==> config.mk <==
export PLATFORM = sky130hd
export DESIGN_NAME = flic_top
export DESIGN_NICKNAME = d
export VERILOG_FILES = /design/src/flic_pkg.sv /design/src/flic_top.sv
export SDC_FILE = /design/constraint.sdc
export NUM_CORES = 1
export LEC_CHECK = 0
export ABC_AREA = 1
export BUFFER_PORTS_ARGS = -buffer_cell sky130_fd_sc_hd__buf_4
export CAP_MARGIN = 40
export CORE_MARGIN = 2
export CORE_UTILIZATION = 48
export DETAILED_ROUTE_END_ITERATION = 7
export HOLD_SLACK_MARGIN = 0.02
export PLACE_DENSITY = 0.77
export SLEW_MARGIN = 20
export SYNTH_ARGS = -nofsm -noshare
export SYNTH_HDL_FRONTEND = slang
export SYNTH_SLANG_ARGS = --single-unit
==> constraint.sdc <==
create_clock -name mclk -period 2.8 [get_ports mclk]
set_input_delay 0.56 -clock mclk [delete_from_list [all_inputs] [get_ports mclk]]
set_output_delay 0.56 -clock mclk [all_outputs]
set_load 0.01 [all_outputs]
==> src/flic_pkg.sv <==
package flic_pkg;
    // source count and bit positions in the enable and priority register sets
    localparam int NSRC = 9;
    localparam int POS_EXT0 = 0;
    localparam int POS_TMR0 = 1;
    localparam int POS_EXT1 = 2;
    localparam int POS_TMR1 = 3;
    localparam int POS_SER = 4;
    localparam int POS_CMP = 6;
    localparam int POS_WDG = 4;
    localparam int POS_PWM = 5;
    localparam int POS_BOD = 6;
    localparam int POS_GEN = 7;
    localparam int POS_CMPWAKE = 5;

    // source index in arbitration order, 0 ranks first
    localparam int S_EXT0 = 0;
    localparam int S_BOD = 1;
    localparam int S_WDG = 2;
    localparam int S_TMR0 = 3;
    localparam int S_EXT1 = 4;
    localparam int S_TMR1 = 5;
    localparam int S_SER = 6;
    localparam int S_CMP = 7;
    localparam int S_PWM = 8;

    // apb byte offsets
    localparam logic [11:0] OFS_PEN = 12'h000;
    localparam logic [11:0] OFS_XEN = 12'h004;
    localparam logic [11:0] OFS_PPL = 12'h008;
    localparam logic [11:0] OFS_PPH = 12'h00c;
    localparam logic [11:0] OFS_XPL = 12'h010;
    localparam logic [11:0] OFS_XPH = 12'h014;
    localparam logic [11:0] OFS_CMPC = 12'h018;
    localparam logic [11:0] OFS_FLAG = 12'h01c;
    localparam logic [11:0] OFS_STAT = 12'h020;
    localparam logic [11:0] OFS_ITCFG = 12'h024;

    // reset values
    localparam logic [7:0] RST_REG8 = 8'h00;
    localparam logic [NSRC-1:0] RST_FLAGS = 9'h000;
    localparam logic [3:0] RST_ISV = 4'h0;

    // timing: one machine cycle is four clocks, call takes four machine cycles
    localparam int CLK_PER_MC = 4;
    localparam int CALL_MC = 4;
    localparam logic [1:0] PH_C3 = 2'd2;
    localparam logic [1:0] PH_LAST = 2'd3;

    // vector addresses in arbitration order
    localparam logic [15:0] VEC_EXT0 = 16'h0003;
    localparam logic [15:0] VEC_BOD = 16'h002b;
    localparam logic [15:0] VEC_WDG = 16'h0053;
    localparam logic [15:0] VEC_TMR0 = 16'h000b;
    localparam logic [15:0] VEC_EXT1 = 16'h0013;
    localparam logic [15:0] VEC_TMR1 = 16'h001b;
    localparam logic [15:0] VEC_SER = 16'h0023;
    localparam logic [15:0] VEC_CMP = 16'h0033;
    localparam logic [15:0] VEC_PWM = 16'h006b;

    typedef enum logic [1:0] {
        FLIC_IDLE = 2'b00,
        FLIC_CALL = 2'b01
    } flic_state_t;
endpackage

==> src/flic_top.sv <==
// Chosen here: the register offsets and register access over APB.
`timescale 1ns/10ps
// Operation
// - priority level is high bit and low bit; 11 highest, 00 lowest
// - running routine preempted only by strictly higher level request
// - level-3 routine in service blocks every other source
// - simultaneous different levels: higher level wins
// - equal level ties broken by fixed ranking ext0 first, pwm last
// - vectoring delivers the fixed service address of the winner
// - each source has enable and priority bits at matching positions
// - flag clearing: edge ext and timers by hardware on vector, level ext follows pin
// - ext0, ext1, brownout wake; watchdog only on rc clock; timers, serial, pwm never
// - comparator wakes only while comparator wake enable is set
// - external pins sampled and flags updated in phase c3
// - timer overflow flags set at c3, polled next machine cycle
// - vectoring call lasts four machine cycles
// - no vectoring after enable/priority write nor the next instruction
// - vectoring only in the last machine cycle of an instruction
// - vector only if no equal/higher active, last cycle, no write, no return
// - denied requests are not remembered; each poll is fresh
// - global enable gates all sources
// - only return-from-service ends the active in-service level
module flic_top
    import flic_pkg::*;
(
    // clock and reset
    input  wire logic        mclk,
    input  wire logic        resetn,
    // apb slave
    input  wire logic        psel,
    input  wire logic        penable,
    input  wire logic        pwrite,
    input  wire logic [11:0] paddr,
    input  wire logic [31:0] pwdata,
    output logic [31:0]      prdata,
    output logic             pready,
    output logic             pslverr,
    // request sources
    input  wire logic        ext_request_pin_0,
    input  wire logic        ext_request_pin_1,
    input  wire logic        brownout_set,
    input  wire logic        watchdog_set,
    input  wire logic        timer0_ovf,
    input  wire logic        timer1_ovf,
    input  wire logic        serial_tx_set,
    input  wire logic        serial_rx_set,
    input  wire logic        comparator_set,
    input  wire logic        pwm_set,
    input  wire logic        watchdog_on_rc,
    // core handshake
    input  wire logic        instr_last_cycle,
    input  wire logic        instr_writes_irq_regs,
    input  wire logic        instr_is_return,
    output logic             vectoring_call,
    output logic [15:0]      vector_addr,
    output logic [1:0]       active_level,
    output logic             service_active,
    output logic             wake_request
);
    logic [7:0] primary_enable_reg;
    logic [7:0] extended_enable_reg;
    logic [7:0] primary_priority_low_reg;
    logic [7:0] primary_priority_high_reg;
    logic [7:0] extended_priority_low_reg;
    logic [7:0] extended_priority_high_reg;
    logic [7:0] comparator_control_reg;
    logic [1:0] ext_mode_r;        // bit set = edge mode
    logic [1:0] phase_r;
    logic [NSRC-1:0] flag_r;
    logic serial_tx_done_flag;
    logic serial_rx_done_flag;
    logic [1:0] pin_prev_r;
    logic [3:0] isv_r;
    logic [1:0] defer_r;
    logic [1:0] call_cnt_r;
    flic_state_t state_r;
    logic [NSRC-1:0] enable_v;
    logic [NSRC-1:0] prio_hi_v;
    logic [NSRC-1:0] prio_lo_v;
    logic [NSRC-1:0] poll_r;
    logic wr_en;
    logic rd_en;
    logic hit;
    logic [31:0] rd_mux;
    logic win_valid;
    logic [3:0] win_idx;
    logic [1:0] win_lvl;
    logic take;
    logic mc_tick;
    logic c3_tick;

    // gather enable and priority bits in arbitration order
    function automatic logic [NSRC-1:0] pick(input logic [7:0] p, input logic [7:0] x);
        pick = {p[POS_PWM], p[POS_CMP], p[POS_SER], p[POS_TMR1], p[POS_EXT1],
                p[POS_TMR0], x[POS_WDG], x[POS_BOD], p[POS_EXT0]};
        pick[S_PWM] = x[POS_PWM];
        pick[S_CMP] = p[POS_CMP];
    endfunction

    // fixed service address per source
    function automatic logic [15:0] vec_of(input logic [3:0] i);
        unique case (i)
            4'd0: vec_of = VEC_EXT0;
            4'd1: vec_of = VEC_BOD;
            4'd2: vec_of = VEC_WDG;
            4'd3: vec_of = VEC_TMR0;
            4'd4: vec_of = VEC_EXT1;
            4'd5: vec_of = VEC_TMR1;
            4'd6: vec_of = VEC_SER;
            4'd7: vec_of = VEC_CMP;
            default: vec_of = VEC_PWM;
        endcase
    endfunction

    assign enable_v = pick(primary_enable_reg, extended_enable_reg);
    assign prio_hi_v = pick(primary_priority_high_reg, extended_priority_high_reg);
    assign prio_lo_v = pick(primary_priority_low_reg, extended_priority_low_reg);

    // machine cycle phase counter
    always_ff @(posedge mclk or negedge resetn) begin
        if (!resetn) begin
            phase_r <= 2'd0;
        end else begin
            phase_r <= phase_r + 2'd1;
        end
    end
    assign c3_tick = (phase_r == PH_C3);
    assign mc_tick = (phase_r == PH_LAST);

    // apb decode, zero wait states
    assign wr_en = psel && penable && pwrite;
    assign rd_en = psel && !pwrite;
    assign pready = 1'b1;
    assign hit = (paddr <= OFS_ITCFG) && (paddr[1:0] == 2'b00);
    assign pslverr = psel && penable && !hit;

    // configuration registers
    always_ff @(posedge mclk or negedge resetn) begin
        if (!resetn) begin
            primary_enable_reg <= RST_REG8;
            extended_enable_reg <= RST_REG8;
            primary_priority_low_reg <= RST_REG8;
            primary_priority_high_reg <= RST_REG8;
            extended_priority_low_reg <= RST_REG8;
            extended_priority_high_reg <= RST_REG8;
            comparator_control_reg <= RST_REG8;
            ext_mode_r <= 2'b00;
        end else if (wr_en) begin
            unique case (paddr)
                OFS_PEN: primary_enable_reg <= pwdata[7:0];
                OFS_XEN: extended_enable_reg <= pwdata[7:0];
                OFS_PPL: primary_priority_low_reg <= pwdata[7:0];
                OFS_PPH: primary_priority_high_reg <= pwdata[7:0];
                OFS_XPL: extended_priority_low_reg <= pwdata[7:0];
                OFS_XPH: extended_priority_high_reg <= pwdata[7:0];
                OFS_CMPC: comparator_control_reg <= pwdata[7:0];
                OFS_ITCFG: ext_mode_r <= pwdata[1:0];
                default: ;
            endcase
        end
    end

    // pin history for edge detection, sampled at c3
    always_ff @(posedge mclk or negedge resetn) begin
        if (!resetn) begin
            pin_prev_r <= 2'b11;
        end else if (c3_tick) begin
            pin_prev_r <= {ext_request_pin_1, ext_request_pin_0};
        end
    end

    // request flags: hardware set beats software clear
    always_ff @(posedge mclk or negedge resetn) begin
        if (!resetn) begin
            flag_r <= RST_FLAGS;
            serial_tx_done_flag <= 1'b0;
            serial_rx_done_flag <= 1'b0;
        end else begin
            if (wr_en && paddr == OFS_FLAG) begin
                flag_r <= pwdata[NSRC-1:0];
                serial_tx_done_flag <= pwdata[9];
                serial_rx_done_flag <= pwdata[10];
            end
            // hardware clear on vectoring for edge ext and timers
            if (take) begin
                if (win_idx == 4'(S_EXT0) && ext_mode_r[0]) flag_r[S_EXT0] <= 1'b0;
                if (win_idx == 4'(S_EXT1) && ext_mode_r[1]) flag_r[S_EXT1] <= 1'b0;
                if (win_idx == 4'(S_TMR0)) flag_r[S_TMR0] <= 1'b0;
                if (win_idx == 4'(S_TMR1)) flag_r[S_TMR1] <= 1'b0;
            end
            if (c3_tick) begin
                // external flags: edge sets, level follows inverted pin
                if (ext_mode_r[0]) begin
                    if (pin_prev_r[0] && !ext_request_pin_0) flag_r[S_EXT0] <= 1'b1;
                end else begin
                    flag_r[S_EXT0] <= !ext_request_pin_0;
                end
                if (ext_mode_r[1]) begin
                    if (pin_prev_r[1] && !ext_request_pin_1) flag_r[S_EXT1] <= 1'b1;
                end else begin
                    flag_r[S_EXT1] <= !ext_request_pin_1;
                end
                if (timer0_ovf) flag_r[S_TMR0] <= 1'b1;
                if (timer1_ovf) flag_r[S_TMR1] <= 1'b1;
                if (serial_tx_set) serial_tx_done_flag <= 1'b1;
                if (serial_rx_set) serial_rx_done_flag <= 1'b1;
            end
            if (brownout_set) flag_r[S_BOD] <= 1'b1;
            if (watchdog_set) flag_r[S_WDG] <= 1'b1;
            if (comparator_set) flag_r[S_CMP] <= 1'b1;
            if (pwm_set) flag_r[S_PWM] <= 1'b1;
            flag_r[S_SER] <= 1'b0;
        end
    end

    // poll snapshot taken at the end of each machine cycle, evaluated next cycle
    always_ff @(posedge mclk or negedge resetn) begin
        if (!resetn) begin
            poll_r <= RST_FLAGS;
        end else if (mc_tick) begin
            poll_r <= (flag_r | ({8'h00, 1'b0} | (9'((serial_tx_done_flag | serial_rx_done_flag)) << S_SER)))
                      & enable_v & {NSRC{primary_enable_reg[POS_GEN]}};
        end
    end

    // arbitration: highest level, then ranking order
    always_comb begin
        win_valid = 1'b0;
        win_idx = 4'd0;
        win_lvl = 2'd0;
        for (int l = 3; l >= 0; l--) begin
            for (int i = NSRC - 1; i >= 0; i--) begin
                if (!win_valid || (win_lvl == 2'(l))) begin
                    if (poll_r[i] && {prio_hi_v[i], prio_lo_v[i]} == 2'(l)) begin
                        if (!win_valid || win_lvl == 2'(l)) begin
                            win_idx = 4'(i);
                        end
                    end
                end
            end
            if (!win_valid) begin
                for (int i = 0; i < NSRC; i++) begin
                    if (poll_r[i] && {prio_hi_v[i], prio_lo_v[i]} == 2'(l)) win_valid = 1'b1;
                end
                if (win_valid) win_lvl = 2'(l);
            end
        end
    end

    // accept only above highest in-service level and at an allowed instruction end
    always_comb begin
        take = 1'b0;
        if (win_valid && state_r == FLIC_IDLE && mc_tick && instr_last_cycle
            && primary_enable_reg[POS_GEN]
            && !instr_writes_irq_regs && !instr_is_return && defer_r == 2'd0) begin
            if (!isv_r[3]) begin
                take = (isv_r >> win_lvl) == 4'h0;
            end
        end
    end

    // deferral across a register write and the instruction after it
    always_ff @(posedge mclk or negedge resetn) begin
        if (!resetn) begin
            defer_r <= 2'd0;
        end else if (mc_tick && instr_last_cycle) begin
            if (instr_writes_irq_regs) defer_r <= 2'd1;
            else if (defer_r != 2'd0) defer_r <= defer_r - 2'd1;
        end
    end

    // in-service markers per level
    always_ff @(posedge mclk or negedge resetn) begin
        if (!resetn) begin
            isv_r <= RST_ISV;
        end else if (take) begin
            isv_r[win_lvl] <= 1'b1;
        end else if (mc_tick && instr_last_cycle && instr_is_return) begin
            if (isv_r[3]) isv_r[3] <= 1'b0;
            else if (isv_r[2]) isv_r[2] <= 1'b0;
            else if (isv_r[1]) isv_r[1] <= 1'b0;
            else isv_r[0] <= 1'b0;
        end
    end

    // vectoring call sequencer
    always_ff @(posedge mclk or negedge resetn) begin
        if (!resetn) begin
            state_r <= FLIC_IDLE;
            call_cnt_r <= 2'd0;
            vector_addr <= 16'h0000;
        end else begin
            unique case (state_r)
                FLIC_IDLE: if (take) begin
                    state_r <= FLIC_CALL;
                    call_cnt_r <= 2'(CALL_MC - 1);
                    vector_addr <= vec_of(win_idx);
                end
                FLIC_CALL: if (mc_tick) begin
                    if (call_cnt_r == 2'd0) state_r <= FLIC_IDLE;
                    else call_cnt_r <= call_cnt_r - 2'd1;
                end
            endcase
        end
    end
    assign vectoring_call = (state_r == FLIC_CALL);
    assign service_active = |isv_r;
    assign active_level = isv_r[3] ? 2'd3 : isv_r[2] ? 2'd2 : isv_r[1] ? 2'd1 : 2'd0;

    // power-down wake sources
    assign wake_request = flag_r[S_EXT0] | flag_r[S_EXT1] | flag_r[S_BOD]
                          | (flag_r[S_WDG] & watchdog_on_rc)
                          | (flag_r[S_CMP] & comparator_control_reg[POS_CMPWAKE]);

    // read mux
    always_comb begin
        rd_mux = 32'h0000_0000;
        unique case (paddr)
            OFS_PEN: rd_mux[7:0] = primary_enable_reg;
            OFS_XEN: rd_mux[7:0] = extended_enable_reg;
            OFS_PPL: rd_mux[7:0] = primary_priority_low_reg;
            OFS_PPH: rd_mux[7:0] = primary_priority_high_reg;
            OFS_XPL: rd_mux[7:0] = extended_priority_low_reg;
            OFS_XPH: rd_mux[7:0] = extended_priority_high_reg;
            OFS_CMPC: rd_mux[7:0] = comparator_control_reg;
            OFS_FLAG: rd_mux[10:0] = {serial_rx_done_flag, serial_tx_done_flag, flag_r};
            OFS_STAT: rd_mux[6:0] = {vectoring_call, active_level, isv_r};
            OFS_ITCFG: rd_mux[1:0] = ext_mode_r;
            default: ;
        endcase
    end
    always_ff @(posedge mclk or negedge resetn) begin
        if (!resetn) prdata <= 32'h0000_0000;
        else if (rd_en && !penable) prdata <= rd_mux;
    end

    // checks
    a_global_gate: assert property (@(posedge mclk) disable iff (!resetn)
        !primary_enable_reg[POS_GEN] && $past(!primary_enable_reg[POS_GEN]) |-> !take)
        else $error("vector taken with global enable off");
    a_call_len: assert property (@(posedge mclk) disable iff (!resetn)
        $rose(vectoring_call) |-> vectoring_call [*8] ##1 vectoring_call [*8] ##1 !vectoring_call)
        else $error("vectoring call too short");
    a_lvl3_block: assert property (@(posedge mclk) disable iff (!resetn)
        isv_r[3] |-> !take)
        else $error("vector during level 3 service");
    a_preempt_up: assert property (@(posedge mclk) disable iff (!resetn)
        take |-> (isv_r >> win_lvl) == 4'h0)
        else $error("preempt by non-higher level");
    a_last_cycle: assert property (@(posedge mclk) disable iff (!resetn)
        take |-> instr_last_cycle && !instr_is_return && !instr_writes_irq_regs)
        else $error("vector at illegal instruction point");
    a_isv_set: assert property (@(posedge mclk) disable iff (!resetn)
        take |=> isv_r[$past(win_lvl)])
        else $error("in-service marker not set");
    a_cmp_wake: assert property (@(posedge mclk) disable iff (!resetn)
        wake_request && !flag_r[S_EXT0] && !flag_r[S_EXT1] && !flag_r[S_BOD] && !flag_r[S_WDG]
        |-> comparator_control_reg[POS_CMPWAKE])
        else $error("comparator wake without enable");
    a_tmr_clear: assert property (@(posedge mclk) disable iff (!resetn)
        take && win_idx == 4'(S_TMR0) && !(c3_tick && timer0_ovf) |=> !flag_r[S_TMR0])
        else $error("timer0 flag not cleared on vectoring");
endmodule

==> results.cfg, run 1 <==
[cells_and_area]
final_nets = 966
areaGrowthSynthToFinish_pct = 24.54
regMostFlops = prdata
top_regs = prdata (11), poll_r (9)
n_antenna_cell = 0
largest_reg_flops = 11
instances_no_fill = 1072
drive_above_1_share_pct = 23.34

[grt]
grt_pass1_wl_mm = 27.20
gr-usage-all-layers_pct = 26.83
grt.overflow.total = 0
grt_max_degree = 49
antenna_found_initial = 0
grt_pass1_vias = 5324

[synth]
muxShareOfSynthArea_pct = 0
syn-cell-area_sq_um = 5971
synth_cells = 777
synth_ff_type = dfrtp_1
synth_xor_area_share_pct = 0
yosys.area.top_type = dfrtp_1
ys_seq_elements = 106
seq_area_frac_synth_pct = 44.47
synth_most_common_cell = nand2_1
synth_cell_type_count = 49
ys_warn_count = 0
async_flop_share_pct = 100.0
postSynthAreaPerCell_sq_um = 7.684
synth-compound-area-share_pct = 15.97
synth.top_cell.area_share_pct = 43.59
synthTopCellsByArea = dfrtp_1 (44%), nand2_1 (14%), o21ai_0 (6.7%), inv_1 (5.5%), buf_4 (4.3%)
synth_top_family_by_area = simple AND/OR/NAND/NOR gates
synthSimpleGateAreaFrac_pct = 27.54
synth-edff-count = 0
synthAdderAreaFrac_pct = 0.8382
yosys-top-cells-count = nand2_1 (221), dfrtp_1 (104), inv_1 (87), o21ai_0 (80), nor2_1 (47)

[clocking]
hold_buffers = 0
clk_latency_ns = 0.36
cts.sinks = 106
cts_buffers = 9
clk_pin_slew_ns = 0.08
cts_root_buffer = clkbuf_16
cts_max_level = 3
cts_tree = done
clock_path_buffers = 2

[timing]
slew_viol_final = 0
setup-tns-final_ns = -0.08027
finalSetupViolations = 6
finalCritPeriodShare_pct = 101.0
skew_ns = 0.007589
fmax_mhz = 353.5
rsz0062_at_grt = yes
hold_violations = 0
fin_crit_ns = 2.829
whs_ns = 0.1537
worstMarginPinSlew_ns = 0.5785
layout_setup_ws_ns = -0.02868
slew_headroom_pct = 61.34

[power]
leakage_nw = 3.537
power.total_mw = 3.053
ir_drop_v = 0.0004483
powerDensity_nw_per_um2 = 410.6

[worst_setup_path]
cpMostUsedCell = nand2_1
critPathArrivalTime_ns = 3.08
worstSetupStartpointType = flop
critPathRequiredTime_ns = 3.06
r2r_setup_slack_ns = -0.03
crit_fanout = 5
endpoint_kind = flop
criticalPathCategory = reg -> reg
cpPeakStageDelay_ns = 0.42
cp_slowest_cell = dfrtp_2

[placement]
dpl.hpwl_mm = 12.85
placedCellCount = 1034
port-buffer-count = 64
gp_congestion = 0.9576
pre_cts_ws_ns = 0.005508

[route]
dr.pass1.iters = 5
wire_per_inst_um = 16.73
drc = 0
postRouteAntennaNets = 0
vias = 5920
routed_wl_mm = 17.94
avgViaCountPerCell = 5.522
drt-initial-drc-count = 546

[run]
drv_cap = 0

[floorplan]
initial_utilization_pct = 49.50
dieArea_sq_um = 13350
io_pins = 118
coreArea_sq_um = 12060
dieHeight_um = 115.5
rows = 40
die_x_um = 115.5

[worst_hold_path]
worst_hold_path_type = in -> async

[run_status]
violations = setup timing
status = finished, violations left
-- per-stage QoR --
stage          utilization [%]  cell area, sq um
6_report                 61.65              7436
5_1_grt                  61.65              7436
4_1_cts                  58.92              7107
3_5_place_dp             56.42              6805
3_3_place_gp             56.42              6805
2_1_floorplan                -              6083
-- cell families (layout without fill, tap and decap cells) --
| family | Yosys count | count (layout) |
|---|---|---|
| AO/OA/AOI/OAI | 158 | 158 |
| buffers and inverters | 139 | 236 |
| flip-flops | 106 | 106 |
| adder cells (fa/ha/maj) | 4 | 4 |
| AND/OR/NAND/NOR | 368 | 368 |
| other | 2 | 32 |
-- cell type report --
class,count,area [sq um]
clock buffers,9,225.2
fillers,1046,4626
flip-flops and latches,106,2668
multi-input cells,562,2894
well taps,168,210.2
inverters,91,344.1
clock inverters,7,71.32
repair buffers,129,1023
-- worst max-delay path: cells and delay by family, from the launching register on --
kind / cells / cell delay (ns)
AO/OA/AOI/OAI: 1 / 0.18
buffers and inverters: 3 / 0.42
flip-flops: 1 / 0.42
AND/OR/NAND/NOR: 28 / 1.74
-- worst paths after layout --
check,cells past startpoint,from,end
hold / removal,1,resetn,primary_priority_high_reg[7]
hold reg to reg,1,phase_r[0],phase_r[0]
setup / recovery,32,primary_priority_low_reg[6],flag_r[4]
min in group mclk,3,pwm_set,flag_r[8]
setup reg to reg,32,primary_priority_low_reg[6],flag_r[4]
max in group asynchronous,2,resetn,primary_priority_high_reg[3]
-- metal layers --
| metal | GRT usage [%] | vias up | share of wire [%] |
|---|---|---|---|
| li1 | - | 2762 | - |
| met1 | 36.01 | 2788 | 40 |
| met2 | 42.14 | 318 | 47 |
| met3 | 5.701 | 52 | 9.6 |
| met4 | 11.89 | 0 | 3.9 |
| met5 | 0 | - | 0 |
-- power by group --
| group | switching [mW] | internal (mW) |
|---|---|---|
| sequential | 0.0214 | 1.55 |
| combinational | 0.132 | 0.0774 |
| clock | 0.640 | 0.631 |
| total | 0.794 | 2.26 |
-- cell usage in the layout (no fill, tap or decap), types with 4 or more instances in the layout --
master	n
nand2_4	7
dfrtp_1	94
inv_1	80
nor4_1	4
nand2_1	217
o32ai_1	4
o211ai_1	5
nor2_4	5
dfrtp_2	10
nand3_2	4
o22ai_1	15
conb_1	32
nand4_1	6
ha_1	4
a21oi_1	18
nand3_4	4
buf_4	125
o21ai_0	80
a221oi_1	11
a31oi_1	4
nor2_1	46
nand2_2	9
inv_2	9
nand3_1	22
nor3_1	29
clkbuf_16	10
-- what timing repair did --
item	4_1_cts	5_1_grt
buffers inserted	0	21
gates cloned	0	1
endpoints found under the setup margin	2	11
pin swaps	0	18
resized for setup	1	41
No activity file was read; power rests on OpenSTA's default activity.
==> run 2: changes to the inputs <==
- ABC_AREA: 1 -> default
==> run 2 against run 1 <==
- largest cell class unchanged
- power down 0.91%
- clock skew up 0.00055 ns
- non-clock buffer count down 2
- die area down 0.10%
- the run now ends clean
- count of clock-buffer cells in the layout up 2
- global-route usage up 0.95 points
- clock power down 4%
- sequential power about the same
==> results.cfg, run 2 <==
[run_status]
status = finished clean

[timing]
skew_ns = 0.008136
setup-tns-final_ns = 0
slew_viol_final = 0
finalCritPeriodShare_pct = 99.25
hold_violations = 0
fin_crit_ns = 2.779
rsz0062_at_grt = yes
slew_headroom_pct = 60.81
worstMarginPinSlew_ns = 0.5825
fmax_mhz = 359.8
finalSetupViolations = 0

[cells_and_area]
instances_no_fill = 886
final_common_cell = buf_4
final_nets = 779
areaGrowthSynthToFinish_pct = 22.36
largest_reg_flops = 11
top_regs = prdata (11), poll_r (9)
multi_input_area_sq_um = 3104
nFillCells = 1003
final_cell_mix = buf_4 (126), dfrtp_1 (102), mux2_2 (59)
seq_area_sq_um = 2658
drive_above_1_share_pct = 31.24
regMostFlops = prdata

[synth]
synth-compound-area-share_pct = 15.90
async_flop_share_pct = 100.0
yosys-top-cells-count = dfrtp_1 (104), mux2_2 (59), nand2_1 (54), buf_4 (33), nor2_1 (32)
synth_xor_area_share_pct = 0.1468
synth_ff_type = dfrtp_1
muxShareOfSynthArea_pct = 11.64
synth.top_cell.area_share_pct = 43.63
ys_seq_elements = 106
yosys.area.top_type = dfrtp_1
synthSimpleGateAreaFrac_pct = 20.70
seq_area_frac_synth_pct = 44.51
syn-cell-area_sq_um = 5964
synth_cell_type_count = 71
synth_most_common_cell = dfrtp_1
synth_top_family_by_area = simple AND/OR/NAND/NOR gates
synth-edff-count = 0
postSynthAreaPerCell_sq_um = 10.16
synthAdderAreaFrac_pct = 0.8391
ys_warn_count = 0
synthTopCellsByArea = dfrtp_1 (44%), mux2_2 (11%), buf_4 (4.2%), nand2_1 (3.4%), a22oi_1 (2.0%)
synth_cells = 587

[route]
avgViaCountPerCell = 6.027
routed_wl_mm = 17.86
drc = 0
wire_per_inst_um = 20.16
vias = 5340
dr.pass1.iters = 5
postRouteAntennaNets = 0
drt-initial-drc-count = 599

[power]
leakage_nw = 3.458
pwr-share-clk_pct = 40.5
power.total_mw = 3.026
p_int_mw = 2.279
p_comb_share_pct = 7.1
ir_drop_v = 0.0003702
p_sw_mw = 0.7468
switching_share_pct = 24.68
seqPwrFrac_pct = 52.4
powerDensity_nw_per_um2 = 414.6

[floorplan]
io_pins = 118
coreArea_sq_um = 12060
dieHeight_um = 115.5
dieArea_sq_um = 13330
die_x_um = 115.5
initial_utilization_pct = 49.45
rows = 40

[grt]
met3_usage_pct = 6.067
grt_pass1_wl_mm = 27.90
met2_usage_pct = 46.04
grt_max_degree = 46
grtUsageMet1_pct = 36.77
antenna_found_initial = 1
grt_pass1_vias = 5134
grt.busiest_layer = met2
gr-usage-all-layers_pct = 27.78
grt.overflow.total = 0

[worst_setup_path]
crit_end = flag_r[0]
endpoint_kind = flop
critPathArrivalTime_ns = 3.05
criticalPathCategory = reg -> reg
r2r_cells = 8
crit_fanout = 7
r2r_setup_slack_ns = 0.02
worstSetupStartpointType = flop
critPathRequiredTime_ns = 3.07
r2r_end = flag_r[0]
reg2reg_from = poll_r[6]
startpoint = poll_r[6]

[clocking]
cts_buffers = 9
cts.sinks = 106
clk_latency_ns = 0.36
cts_tree = done
clock_path_buffers = 2
clk_pin_slew_ns = 0.07
cts_root_buffer = clkbuf_16
hold_buffers = 0
cts_max_level = 3

[worst_hold_path]
worst_hold_path_type = in -> async

[placement]
placedCellCount = 864
gp_congestion = 0.9445
port-buffer-count = 64
dpl.hpwl_mm = 13.29

[run]
drv_cap = 0
[run 2: cell types whose count changed after synthesis, moves of 10 or more]
cell / delta
nand3b_1: +12
nor2b_1: +10
nor2_1: -15
mux2_2: +59
a21oi_1: -11
a31oi_1: +11
a22oi_1: +16
nor3_1: -16
nand2_1: -167
nor3b_1: +11
inv_1: -66
o21ai_0: -63
[run 2: stage by stage]
| stage | worst slack (ns) | cell area, sq um | util (%) | hold slack, ns |
|---|---|---|---|---|
| 2_1_floorplan | 0.2107 | 6077 | - | 0.2644 |
| 3_3_place_gp | 0.07959 | 6934 | 57.49 | 0.4294 |
| 3_5_place_dp | 0.02218 | 6934 | 57.49 | 0.4616 |
| 4_1_cts | 0.004168 | 7213 | 59.80 | 0.2129 |
| 5_1_grt | -0.06877 | 7296 | 60.49 | 0.2299 |
| 6_report | 0.02099 | 7298 | 60.51 | 0.1820 |
[run 2: layer usage]
metal,share of wire [%],vias up
li1,-,2399
met1,41,2622
met2,49,280
met3,8.2,39
met4,2.6,0
met5,0,-
[run 2: logic make-up after synthesis]
logic type                 Yosys count
adders and majority gates            4
buffers and inverters               64
DFF                                106
and+or+nand+nor                    222
xor gates and xnor gates             1
muxes                               62
AOI/OAI and AO/OA                  126
other                                2
[run 2: worst min path at each step]
stage                    endpoint  slack, ns  cells past startpoint
finish                 defer_r[0]       0.18                      1
global route           defer_r[0]       0.23                      1
CTS                    defer_r[0]       0.21                      1
detailed placement     prdata[10]       0.46                      2
global placement       phase_r[0]       0.43                      1
floorplan           call_cnt_r[0]       0.26                      0
[run 2: final cells by class]
| class | instances | share of cell area, % |
|---|---|---|
| sequential | 106 | 36.41 |
| antenna | 1 | 0.03429 |
| tap | 168 | 2.880 |
| timing repair buffer | 127 | 13.24 |
| clock inverter | 5 | 0.4972 |
| clock buffer | 11 | 3.326 |
| inverter | 21 | 1.080 |
| multi-input combinational | 447 | 42.53 |
[run 2: power by group through the flow]
stage	logic (mW)	clock network, mW	registers [mW]
2_1_floorplan	0.110	0	1.61
3_3_place_gp	0.206	0	1.61
3_5_place_dp	0.215	0	1.62
4_1_cts	0.216	1.23	1.59
5_1_grt	0.241	1.29	1.59
6_report	0.215	1.22	1.59
[run 2: what timing repair did]
| item | 4_1_cts | 5_1_grt |
|---|---|---|
| resized for setup | 0 | 9 |
| setup buffers | 0 | 5 |
| endpoints found under the setup margin | 0 | 8 |
[run 2: critical path, stage by stage, from the launching register on]
cell      delay (ns)
dfrtp_2         0.45
and3b_2         0.22
or4_4           0.57
nor4b_4         0.39
o211ai_2        0.15
a211oi_4        0.34
a211oi_4        0.14
or2_1           0.27
a41oi_1         0.16
